File: config.mk
export PLATFORM = sky130hd
export DESIGN_NAME = ssf_status
export DESIGN_NICKNAME = d
export VERILOG_FILES = /design/src/rtl/ssf_status.v
export VERILOG_INCLUDE_DIRS = /design/src /design/src/rtl
export SDC_FILE = /design/constraint.sdc
export NUM_CORES = 1
export LEC_CHECK = 0
export BUFFER_PORTS_ARGS = -buffer_cell sky130_fd_sc_hd__buf_2
export CAP_MARGIN = 15
export CORE_MARGIN = 2
export CORE_UTILIZATION = 42
export CTS_CLUSTER_SIZE = 24
export DETAILED_ROUTE_END_ITERATION = 8
export GPL_TIMING_DRIVEN = 0
export PLACE_DENSITY_LB_ADDON = 0.15
export SYNTH_ARGS = -nofsm -noshare
export SYNTH_HDL_FRONTEND = slang
export SYNTH_SLANG_ARGS = --single-unit
File: constraint.sdc
create_clock -name aclk -period 4.3 [get_ports aclk]
set_input_delay 1.075 -clock aclk [delete_from_list [all_inputs] [get_ports aclk]]
set_output_delay 1.075 -clock aclk [all_outputs]
set_load 0.01 [all_outputs]
File: src/rtl/ssf_regs.vh
// Purpose: Register offsets, field positions and reset values of the status flag block.
// Assumes: Byte addresses on a 32-bit AXI4-Lite bus.
// Notes:   Definitions only.
`ifndef SSF_REGS_VH
`define SSF_REGS_VH
`define SSF_ADDR_W        4
`define SSF_OFF_STATUS    4'h0
`define SSF_OFF_CONTROL   4'h4
`define SSF_OFF_RXDATA    4'h8
`define SSF_STATUS_RESET  8'h84
`define SSF_CONTROL_RESET 8'h00
`define SSF_BIT_TDE       7
`define SSF_BIT_RDF       6
`define SSF_BIT_ORE       5
`define SSF_BIT_FRE       4
`define SSF_BIT_PRE       3
`define SSF_BIT_TRANSMIT_END      2
`define SSF_BIT_RMP       1
`define SSF_BIT_TMP       0
`define SSF_CTL_TIE       7
`define SSF_CTL_RIE       6
`define SSF_CTL_TE        5
`define SSF_CTL_RE        4
`define SSF_CTL_MULTIPROC_IRQ_ENABLE      3
`define SSF_CTL_TX_DONE_IRQ_ENABLE      2
`define SSF_CTL_PE        1
`define SSF_CTL_ODD       0
`define SSF_RESP_OKAY     2'b00
`define SSF_RESP_SLVERR   2'b10
`endif

File: src/rtl/ssf_status.v
// Purpose: Status flags and multiprocessor bits of a serial channel, AXI4-Lite slave.
// Assumes: Shifters, mode register and bit-rate logic sit outside and give strobes.
// Notes:   Strobes are one-cycle pulses on aclk.
//
// Contract
// Software clears error and data flags only by read-1-write-0.
// Status resets to 84 on reset, standby, stop.
// Transmit end and received MP bit read-only.
// Transmit empty sets when disabled or on load.
// Transmit empty clears on write-0 or DMA write.
// Receive full sets on clean completed reception.
// Receive full clears on write-0 or DMA read.
// Errors and disable keep holding data and full.
// Reception while full sets overrun, drops byte.
// Error flags stop reception, synchronous transmission too.
// Receive disable keeps error flags.
// First stop bit zero sets framing error.
// Framing or parity error still stores byte.
// Parity mismatch sets parity error when enabled.
// Transmit end sets when disabled or empty at end.
// Transmit end clears with transmit empty.
// Received MP bit stored, kept on disable.
// Transmit MP bit used only in async MP format.
// Software may access status at any time.
// Receive interrupts gated by receive interrupt enable.
// MP bit one clears MP interrupt enable.
// Transmit empty interrupt needs flag and enable.
// Read-one tracking per flag; hardware set wins.
`timescale 1ns/1ns
`default_nettype none
`include "ssf_regs.vh"
module ssf_status
(
  // Clock and reset.
  input  wire        aclk,
  input  wire        aresetn,
  // Power state.
  input  wire        standby,
  input  wire        module_stop,
  // AXI4-Lite write.
  input  wire [3:0]  s_axi_awaddr,
  input  wire        s_axi_awvalid,
  output wire        s_axi_awready,
  input  wire [31:0] s_axi_wdata,
  input  wire [3:0]  s_axi_wstrb,
  input  wire        s_axi_wvalid,
  output wire        s_axi_wready,
  output reg  [1:0]  s_axi_bresp,
  output reg         s_axi_bvalid,
  input  wire        s_axi_bready,
  // AXI4-Lite read.
  input  wire [3:0]  s_axi_araddr,
  input  wire        s_axi_arvalid,
  output wire        s_axi_arready,
  output reg  [31:0] s_axi_rdata,
  output reg  [1:0]  s_axi_rresp,
  output reg         s_axi_rvalid,
  input  wire        s_axi_rready,
  // Mode from the mode register.
  input  wire        sync_mode,
  input  wire        mp_format,
  // Transmitter side.
  input  wire        tx_load,
  input  wire        tx_last_bit,
  input  wire        dma_tx_write,
  output reg         tx_mp_out,
  output wire        tx_allowed,
  // Receiver side.
  input  wire        rx_done,
  input  wire [7:0]  rx_shift_reg,
  input  wire        rx_parity_bit,
  input  wire        rx_stop_bit,
  input  wire        rx_mp_in,
  input  wire        dma_rx_read,
  output wire        rx_allowed,
  // Interrupt requests and enables.
  output wire        tx_empty_irq,
  output wire        tx_done_irq,
  output wire        rx_full_irq,
  output wire        rx_error_irq,
  output wire        transmit_enable,
  output wire        receive_enable
);

  // ----------------------------------------------------------------
  // State.
  // ----------------------------------------------------------------
  reg  [7:0] status;
  reg  [7:0] control;
  reg  [7:0] rx_holding_reg;
  reg  [7:0] seen_one;
  wire       init = !aresetn || standby || module_stop;

  wire tx_holding_empty = status[`SSF_BIT_TDE];
  wire rx_holding_full  = status[`SSF_BIT_RDF];
  wire overrun_error    = status[`SSF_BIT_ORE];
  wire framing_error    = status[`SSF_BIT_FRE];
  wire parity_error     = status[`SSF_BIT_PRE];
  wire transmit_end     = status[`SSF_BIT_TRANSMIT_END];
  wire any_error        = overrun_error | framing_error | parity_error;

  assign transmit_enable = control[`SSF_CTL_TE];
  assign receive_enable  = control[`SSF_CTL_RE];
  wire   multiproc_irq_enable = control[`SSF_CTL_MULTIPROC_IRQ_ENABLE];

  // ----------------------------------------------------------------
  // Bus handshake: both write channels taken together.
  // ----------------------------------------------------------------
  wire wr_go = s_axi_awvalid && s_axi_wvalid && !s_axi_bvalid;
  wire rd_go = s_axi_arvalid && !s_axi_rvalid;
  assign s_axi_awready = wr_go;
  assign s_axi_wready  = wr_go;
  assign s_axi_arready = rd_go;

  wire wr_status = wr_go && s_axi_awaddr == `SSF_OFF_STATUS && s_axi_wstrb[0];
  wire wr_ctrl   = wr_go && s_axi_awaddr == `SSF_OFF_CONTROL && s_axi_wstrb[0];
  wire rd_status = rd_go && s_axi_araddr == `SSF_OFF_STATUS;
  wire [7:0] wbyte = s_axi_wdata[7:0];

  // ----------------------------------------------------------------
  // Receive evaluation.
  // ----------------------------------------------------------------
  wire mp_skip   = mp_format && !sync_mode && multiproc_irq_enable && !rx_mp_in;
  wire rx_take   = rx_done && receive_enable && !any_error && !mp_skip;
  wire par_bad   = !sync_mode && control[`SSF_CTL_PE] &&
                   ((^rx_shift_reg ^ rx_parity_bit) != control[`SSF_CTL_ODD]);
  wire frm_bad   = !sync_mode && !rx_stop_bit;
  wire ovr       = rx_take && rx_holding_full;
  wire rx_clean  = rx_take && !rx_holding_full && !par_bad && !frm_bad;
  wire rx_store  = rx_take && !rx_holding_full;

  assign rx_allowed = receive_enable && !any_error;
  assign tx_allowed = transmit_enable && !(sync_mode && any_error);

  // ----------------------------------------------------------------
  // Software clears: a 0 written over a flag that was read as 1.
  // ----------------------------------------------------------------
  wire sw_clr_tde = wr_status && seen_one[`SSF_BIT_TDE] && !wbyte[`SSF_BIT_TDE];
  wire sw_clr_rdf = wr_status && seen_one[`SSF_BIT_RDF] && !wbyte[`SSF_BIT_RDF];
  wire sw_clr_ore = wr_status && seen_one[`SSF_BIT_ORE] && !wbyte[`SSF_BIT_ORE];
  wire sw_clr_fre = wr_status && seen_one[`SSF_BIT_FRE] && !wbyte[`SSF_BIT_FRE];
  wire sw_clr_pre = wr_status && seen_one[`SSF_BIT_PRE] && !wbyte[`SSF_BIT_PRE];

  // ----------------------------------------------------------------
  // Clear and set terms of each flag.
  // ----------------------------------------------------------------
  wire clr_tde  = sw_clr_tde || dma_tx_write;
  wire clr_rdf  = sw_clr_rdf || dma_rx_read;
  wire clr_transmit_end = clr_tde;
  wire set_tde  = !transmit_enable || tx_load;
  wire set_rdf  = rx_clean;
  wire set_ore  = ovr;
  wire set_fre  = rx_store && frm_bad;
  wire set_pre  = rx_store && par_bad;
  wire set_transmit_end = !transmit_enable || (tx_last_bit && tx_holding_empty);
  wire load_rmp = rx_take && mp_format && !sync_mode;

  // ----------------------------------------------------------------
  // Next value of each flag; a hardware set beats a clear.
  // ----------------------------------------------------------------
  reg next_tde;
  reg next_rdf;
  reg next_ore;
  reg next_fre;
  reg next_pre;
  reg next_transmit_end;
  reg next_rmp;
  reg next_tmp;

  always @*
  begin
    next_tde = tx_holding_empty;
    if (clr_tde)
      next_tde = 1'b0;
    if (set_tde)
      next_tde = 1'b1;
  end

  always @*
  begin
    next_rdf = rx_holding_full;
    if (clr_rdf)
      next_rdf = 1'b0;
    if (set_rdf)
      next_rdf = 1'b1;
  end

  always @*
  begin
    next_ore = overrun_error;
    if (sw_clr_ore)
      next_ore = 1'b0;
    if (set_ore)
      next_ore = 1'b1;
  end

  always @*
  begin
    next_fre = framing_error;
    if (sw_clr_fre)
      next_fre = 1'b0;
    if (set_fre)
      next_fre = 1'b1;
  end

  always @*
  begin
    next_pre = parity_error;
    if (sw_clr_pre)
      next_pre = 1'b0;
    if (set_pre)
      next_pre = 1'b1;
  end

  always @*
  begin
    next_transmit_end = transmit_end;
    if (clr_transmit_end)
      next_transmit_end = 1'b0;
    if (set_transmit_end)
      next_transmit_end = 1'b1;
  end

  always @*
  begin
    next_rmp = status[`SSF_BIT_RMP];
    if (load_rmp)
      next_rmp = rx_mp_in;
  end

  always @*
  begin
    next_tmp = status[`SSF_BIT_TMP];
    if (wr_status)
      next_tmp = wbyte[`SSF_BIT_TMP];
  end

  wire [7:0] next_status = {next_tde, next_rdf, next_ore, next_fre,
                            next_pre, next_transmit_end, next_rmp, next_tmp};

  always @(posedge aclk)
  begin
    if (init)
      status <= `SSF_STATUS_RESET;
    else
      status <= next_status;
  end

  // ----------------------------------------------------------------
  // Read-one tracking: armed by a status read, ended by a status write.
  // ----------------------------------------------------------------
  always @(posedge aclk)
  begin
    if (init)
      seen_one <= 8'h00;
    else if (rd_status)
      seen_one <= status & 8'hf8;
    else if (wr_status)
      seen_one <= 8'h00;
  end

  // ----------------------------------------------------------------
  // Control register and holding data.
  // ----------------------------------------------------------------
  always @(posedge aclk)
  begin
    if (init)
    begin
      control        <= `SSF_CONTROL_RESET;
      rx_holding_reg <= 8'h00;
    end
    else
    begin
      if (wr_ctrl)
        control <= wbyte;
      else if (rx_take && mp_format && !sync_mode && rx_mp_in)
        control[`SSF_CTL_MULTIPROC_IRQ_ENABLE] <= 1'b0;
      if (rx_store)
        rx_holding_reg <= rx_shift_reg;
    end
  end

  always @(posedge aclk)
  begin
    if (!aresetn)
      tx_mp_out <= 1'b0;
    else
      tx_mp_out <= mp_format && !sync_mode && transmit_enable && status[`SSF_BIT_TMP];
  end

  // ----------------------------------------------------------------
  // Interrupt requests.
  // ----------------------------------------------------------------
  assign tx_empty_irq = tx_holding_empty && control[`SSF_CTL_TIE];
  assign tx_done_irq  = transmit_end && control[`SSF_CTL_TX_DONE_IRQ_ENABLE];
  assign rx_full_irq  = rx_holding_full && control[`SSF_CTL_RIE];
  assign rx_error_irq = any_error && control[`SSF_CTL_RIE];

  // ----------------------------------------------------------------
  // Response decode: unmapped offsets answer with an error.
  // ----------------------------------------------------------------
  reg [1:0]  next_bresp;
  reg [1:0]  next_rresp;
  reg [31:0] next_rdata;

  always @*
  begin
    next_bresp = `SSF_RESP_SLVERR;
    case (s_axi_awaddr)
      `SSF_OFF_STATUS:
      begin
        next_bresp = `SSF_RESP_OKAY;
      end
      `SSF_OFF_CONTROL:
      begin
        next_bresp = `SSF_RESP_OKAY;
      end
      default:
      begin
        next_bresp = `SSF_RESP_SLVERR;
      end
    endcase
  end

  always @*
  begin
    next_rresp = `SSF_RESP_OKAY;
    next_rdata = 32'h0000_0000;
    case (s_axi_araddr)
      `SSF_OFF_STATUS:
      begin
        next_rresp = `SSF_RESP_OKAY;
        next_rdata = {24'h000000, status};
      end
      `SSF_OFF_CONTROL:
      begin
        next_rresp = `SSF_RESP_OKAY;
        next_rdata = {24'h000000, control};
      end
      `SSF_OFF_RXDATA:
      begin
        next_rresp = `SSF_RESP_OKAY;
        next_rdata = {24'h000000, rx_holding_reg};
      end
      default:
      begin
        next_rresp = `SSF_RESP_SLVERR;
        next_rdata = 32'h0000_0000;
      end
    endcase
  end

  // ----------------------------------------------------------------
  // Bus responses.
  // ----------------------------------------------------------------
  always @(posedge aclk)
  begin
    if (!aresetn)
    begin
      s_axi_bvalid <= 1'b0;
      s_axi_bresp  <= `SSF_RESP_OKAY;
      s_axi_rvalid <= 1'b0;
      s_axi_rresp  <= `SSF_RESP_OKAY;
      s_axi_rdata  <= 32'h0000_0000;
    end
    else
    begin
      if (wr_go)
      begin
        s_axi_bvalid <= 1'b1;
        s_axi_bresp  <= next_bresp;
      end
      else if (s_axi_bready)
        s_axi_bvalid <= 1'b0;
      if (rd_go)
      begin
        s_axi_rvalid <= 1'b1;
        s_axi_rresp  <= next_rresp;
        s_axi_rdata  <= next_rdata;
      end
      else if (s_axi_rready)
        s_axi_rvalid <= 1'b0;
    end
  end

endmodule
`default_nettype wire

**Word-level counts from Yosys, hierarchy flattened**

Cells that the tools add are included.

- Bits in registers: 68
- Bits of input ports: 71
- Logic and storage cells: 129

- Equality and inequality tests: 4
- Mux-type cells: 19
- Bitwise operators: 3
- Reduce and logical (&&, ||, !) cells: 85

Operators with widths:

| cell | number |
|---|---|
| $logic_and A1 B1 Y1 | 46 |
| $pmux W8 S3 | 1 |
| $logic_not A1 Y1 | 18 |
| $mux W8 | 2 |
| $reduce_bool A2 Y1 | 8 |
| $mux W1 | 14 |
| $eq A4 B3 Y1 const B | 2 |
| $logic_not A4 Y1 | 2 |
| $reduce_xor A8 Y1 | 1 |
| $logic_or A1 B1 Y1 | 6 |
| $reduce_or A2 Y1 | 3 |
| $eq A4 B4 Y1 const B | 1 |
| $mux W2 | 2 |
| $reduce_or A3 Y1 | 1 |
| $or A1 B1 Y1 | 2 |
| $ne A1 B1 Y1 | 1 |
| $xor A1 B1 Y1 | 1 |

**Longest topological paths before layout**

Gate-level depths: netlist of the first run.

- Depth after elaboration: 11
- Depth in mapped cells: 6

**Least setup slack after synthesis of the first run**

No wires, ideal clock.

- Kind: input port to output port
- From: in s_axi_arvalid
- To: out s_axi_arready
- Arrival time: 1.616 ns
- Data required time: 3.225 ns
- Setup slack: 1.609 ns
- Stages: 3
- Buffers on the path: 1
- Cell sequence: nand2b_1 -> clkbuf_1 -> inv_1

- Cells in the longest elaborated chain, start to end: 1

Ends and longest elaborated chain:

| what | line | RTL |
|---|---|---|
| start: declaration | ssf_status.v:53 | `input wire s_axi_arvalid,` |
| $logic_and A1 B1 Y1 | ssf_status.v:110 | `wire rd_go = s_axi_arvalid && !s_axi_rvalid;` |
| end: declaration | ssf_status.v:54 | `output wire s_axi_arready,` |

No other way between the ends.

**Worst setup path after layout of the first run**

Same ends and word-level chain as after synthesis.

==> run_results.csv, run 1 <==
group,metric,value,unit
status,outcome,"finished clean",
cells_and_area,final_net_count,428,
synthesis,synth_warnings,0,
clock_network,clk_pin_slew,90,ps
drt,drt_first_pass_iters,4,
synthesis,async_reset_ff_share,0,%
clock_network,clkSinkCount,42,
timing,finalSetupViolCount,0,
placed_design,place_area,2710,µm²
worst_setup_path,path_cells,"buf_2 > nand2b_1 > clkbuf_1 > inv_1 > buf_2",
timing,worst_pin_slew,677,ps
die,initial_core_util,43.2,%
timing,clock.fmax,332,MHz
power_and_ir_drop,p_per_area,275,nW/µm²
synthesis,yosysTopAreaCellShare,38.4,%
die,die_h,76.2,µm
clock_network,cts_root_buf,"clkbuf_8",
clock_network,cts_tree,"done",
drt,drc,0,
die,io_pins,121,
synthesis,synth_seq_cells,42,
cells_and_area,syn_to_final_growth,27.8,%
synthesis,synth.area.top_cells,"dfxtp_1 (38%), buf_4 (9.3%), nand2_1 (7.4%), a21oi_1 (4.8%), a22oi_1 (4.5%)",
timing,period_needed,3020,ps
worst_setup_path,critPathLaunchType,"input pin",
clock_network,cts_resized,0,
placed_design,dpl.hpwl,4180,µm
cells_and_area,diodes,0,
drt,vias_per_cell,4.68,
worst_setup_path,cp_common_cell,"buf_2",
synthesis,synth-edff-count,0,
synthesis,synth-seq-area-share,38.4,%
flow_run,maxCapViolations,0,
synthesis,syn_area_per_cell,8.49,µm²
cells_and_area,design_area,2800,µm²
clock_network,clock_latency,300,ps
global_routing,grt_usage,18.3,%
drt,vias,2002,
placed_design,portBuffers,67,
global_routing,globalRouteOverflowTotal,0,
global_routing,grt_max_degree,16,
synthesis,ys.flop_type,"dfxtp_1",
worst_setup_path,worstPathMaxFanout,10,
die,placementRows,26,
worst_setup_path,cp.arrival,1940,ps
power_and_ir_drop,p_leak,0.00122,µW
worst_setup_path,cp.required,3220,ps
global_routing,grt_pass1_vias,1853,
drt,ant_nets,0,
min_path,hold_path.class,"flip-flop to flip-flop",
drt,drtIter0Drc,161,
worst_setup_path,cpPeakStageDelay,400,ps
placed_design,gp_congestion,0.830,
clock_network,cts_made_buffers,5,
timing,rsz0062_at_grt,"false",
clock_network,cts_max_level,2,
clock_network,max-clock-path-buffers,2,
worst_setup_path,cp_slowest_cell,"clkbuf_1",
cells_and_area,final_common_cell,"buf_2",
global_routing,antenna_found_initial,0,
worst_setup_path,critPathKind,"input pin to output port",
clock_network,post_cts_buffers,0,
worst_setup_path,critical_path.endpoint_type,"output port",
synthesis,yosysTopAreaCell,"dfxtp_1",
die,dieArea,5810,µm²
timing,clock_skew,16.9,ps
die,die_x,76.2,µm
synthesis,synth_cell_type_count,44,
clock_network,hold_buffers,0,
cells_and_area,drive_gt1_share,32.4,%
timing,hold_viol,0,
drt,wl_per_cell,12.3,µm
global_routing,grt_pass1_wl,8690,µm
timing,relSlewSlack,54.8,%
timing,setup_tns,0,ps
synthesis,postSynthCellCount,258,
cells_and_area,final_cell_mix,"buf_2 (68), nand2_1 (43), dfxtp_1 (42)",
timing,finalCritPeriodShare,70.1,%
timing,slew_viol_final,0,
drt,postRouteWirelength,5270,µm
cells_and_area,fillers,512,
die,core,5070,µm²
synthesis,synth_area,2190,µm²
power_and_ir_drop,ir_drop,0.155,mV
## where the power goes
part           internal, µW  total, µW  switching, µW
Sequential              392        393           1.51
Combinational          55.4        110           54.9
Clock                   116        266            150
Total                   563        769            206
## final cells by class
type	count	area [µm²]	share of cell area [%]
clock buffer	5	68.8	2.46
tap	70	87.6	3.13
buffer	37	259	9.25
inverter	7	26.3	0.938
clock inverter	3	23.8	0.849
multi-input combinational	197	1160	41.4
timing repair buffer	67	335	12.0
sequential	42	841	30.0
## cells in the mapped netlist (all sizes together), types with 6 or more instances
| library cell | instances |
|---|---|
| xnor2 | 6 |
| nor2b | 10 |
| inv | 7 |
| clkbuf | 7 |
| o21ai | 14 |
| dfxtp | 42 |
| buf | 30 |
| mux2i | 9 |
| a22oi | 13 |
| nor2 | 14 |
| nand2 | 43 |
| a21oi | 21 |
## worst max-delay path, delay by kind of cell
| family | cells | cell delay, ps |
|---|---|---|
| AND/OR/NAND/NOR | 1 | 100 |
| buffers and inverters | 4 | 770 |
## path summary, 6_finish.rpt
kind	start	endpoint	slack, ps	cells past startpoint
max reg2reg	s_axi_bvalid	status[3]	2400	5
min reg2reg	rx_holding_reg[7]	rx_holding_reg[7]	450	2
max	s_axi_arvalid	s_axi_arready	1280	5
min	rx_holding_reg[7]	rx_holding_reg[7]	450	2
## layer usage
metal  vias to the layer above  wire, µm  track usage (%)
met2                        65      2520             30.9
met5                         -         0                0
li1                       1021         -                -
met4                         0        27             4.36
met1                       914      2390             23.8
met3                         2       325             3.91
## metrics by stage
stage                     cells  total power, µW  utilization (%)  setup slack, ps  hold WS (ps)
after detailed placement    420              512             53.4             1270           448
after floorplan             283              474                -             1610           428
after global routing        428              805             55.2             1170           483
after CTS                   428              774             55.2             1270           458
final                       428              769             55.2             1280           454
after global placement      420              512             53.4             1280           440
## cells by family after synthesis
| group | count (synthesis) | synth area share [%] |
|---|---|---|
| and+or+nand+nor | 96 | 23.4 |
| AOI/OAI and AO/OA | 58 | 17.1 |
| buffers and inverters | 44 | 13.0 |
| DFF | 42 | 38.4 |
| muxes | 9 | 4.11 |
| xor gates and xnor gates | 8 | 3.83 |
| other | 1 | 0.171 |
No activity file was read; power rests on OpenSTA's default activity.
==> run 2: changes to the inputs <==
CORE_UTILIZATION = 40   (was 42)
clock period = 2.7 ns   (was 4.3 ns; I/O delays follow)
==> run 2 against run 1 <==
Net effect: clock power rose by 130%; non-clock buffer count did not move; critical path depth did not move; critical endpoint unchanged; largest power group unchanged.
==> run_results.csv, run 2 (synthesized netlist as in run 1, its figures left out) <==
group,metric,value,unit
cells_and_area,seqCellArea,841,µm²
clock_network,cts_made_buffers,5,
die,placementRows,26,
timing,rsz0062_at_grt,"false",
global_routing,grt_max_degree,15,
drt,drc,0,
global_routing,grt_pass1_vias,1898,
timing,clock_skew,9.57,ps
global_routing,antenna_found_initial,0,
worst_setup_path,critPathKind,"input pin to output port",
clock_network,clock_latency,300,ps
status,outcome,"finished clean",
die,initial_core_util,42.1,%
clock_network,max-clock-path-buffers,2,
die,dieArea,6080,µm²
power_and_ir_drop,p_per_area,493,nW/µm²
worst_setup_path,worstPathMaxFanout,10,
die,die_h,78.0,µm
timing,slew_viol_final,0,
placed_design,portBuffers,67,
cells_and_area,syn_to_final_growth,29.9,%
cells_and_area,final_net_count,428,
clock_network,hold_buffers,0,
power_and_ir_drop,ir_drop,0.367,mV
placed_design,place_area,2710,µm²
timing,relSlewSlack,52.1,%
worst_setup_path,cp.required,2030,ps
cells_and_area,final_common_cell,"buf_2",
global_routing,globalRouteOverflowTotal,0,
worst_setup_path,cp.arrival,1540,ps
die,io_pins,121,
clock_network,post_cts_buffers,0,
power_and_ir_drop,finalPower,1400,µW
cells_and_area,final_cell_mix,"buf_2 (68), nand2_1 (43), dfxtp_1 (42)",
clock_network,clk_pin_slew,80,ps
drt,wl_per_cell,12.6,µm
cells_and_area,multi_input_area,1160,µm²
drt,vias_per_cell,4.64,
drt,ant_nets,0,
drt,postRouteWirelength,5390,µm
timing,finalSetupViolCount,0,
flow_run,maxCapViolations,0,
power_and_ir_drop,p_leak,0.00125,µW
global_routing,grt_pass1_wl,8860,µm
worst_setup_path,critical_path.endpoint_type,"output port",
drt,vias,1987,
cells_and_area,finalNonFillerCells,428,
clock_network,cts_root_buf,"clkbuf_8",
timing,period_needed,2220,ps
clock_network,cts_tree,"done",
timing,finalCritPeriodShare,82.1,%
timing,setup_tns,0,ps
clock_network,cts_resized,0,
cells_and_area,diodes,0,
cells_and_area,fillers,533,
cells_and_area,drive_gt1_share,32.4,%
min_path,hold_path.class,"flip-flop to flip-flop",
worst_setup_path,critPathLaunchType,"input pin",
die,die_x,78.0,µm
global_routing,grt_usage,18.6,%
timing,clock.fmax,451,MHz
clock_network,clkSinkCount,42,
placed_design,dp.cells,420,
placed_design,dpl.hpwl,4230,µm
drt,drt_first_pass_iters,4,
timing,hold_viol,0,
cells_and_area,final_util,54.7,%
cells_and_area,design_area,2850,µm²
die,core,5200,µm²
timing,worst_pin_slew,716,ps
clock_network,cts_max_level,2,
placed_design,gp_congestion,0.817,
drt,drtIter0Drc,121,
run 2: final timing paths:
kind         cells after the start              start                end  slack (ps)
min reg2reg                      2  rx_holding_reg[7]  rx_holding_reg[7]         450
min                              2  rx_holding_reg[7]  rx_holding_reg[7]         450
max reg2reg                      5       s_axi_bvalid          status[3]         790
max                              5      s_axi_arvalid      s_axi_arready         480
run 2: routing by layer:
metal | vias to the layer above | track usage (%) | wire length, µm
li1 | 1022 | - | -
met1 | 884 | 23.6 | 2400
met2 | 71 | 31.2 | 2540
met3 | 10 | 3.84 | 356
met4 | 0 | 6.67 | 95
met5 | - | 0 | 0
run 2: cell type report:
cell class              count  area share (%)
well taps                  70            3.08
inverters                   7           0.923
multi-input cells         197            40.7
repair buffers             67            11.8
plain buffers              37            9.10
flip-flops and latches     42            29.6
clock inverters             3            2.42
clock buffers               5            2.42
run 2: per-stage QoR:
stage	setup WS, ps	hold WS, ps
after global routing	377	488
after global placement	349	440
after CTS	472	456
after detailed placement	298	445
final	482	453
after floorplan	656	428
run 2: where the power goes:
group	switching [µW]	internal, µW	total (µW)
sequential	2.66	624	626
combinational	88.9	88.2	177
clock	229	371	600
run 2: worst max-delay path, stage by stage:
cell and delay, ps:
buf_2 100, nand2b_1 100, clkbuf_1 400, inv_1 110, buf_2 160
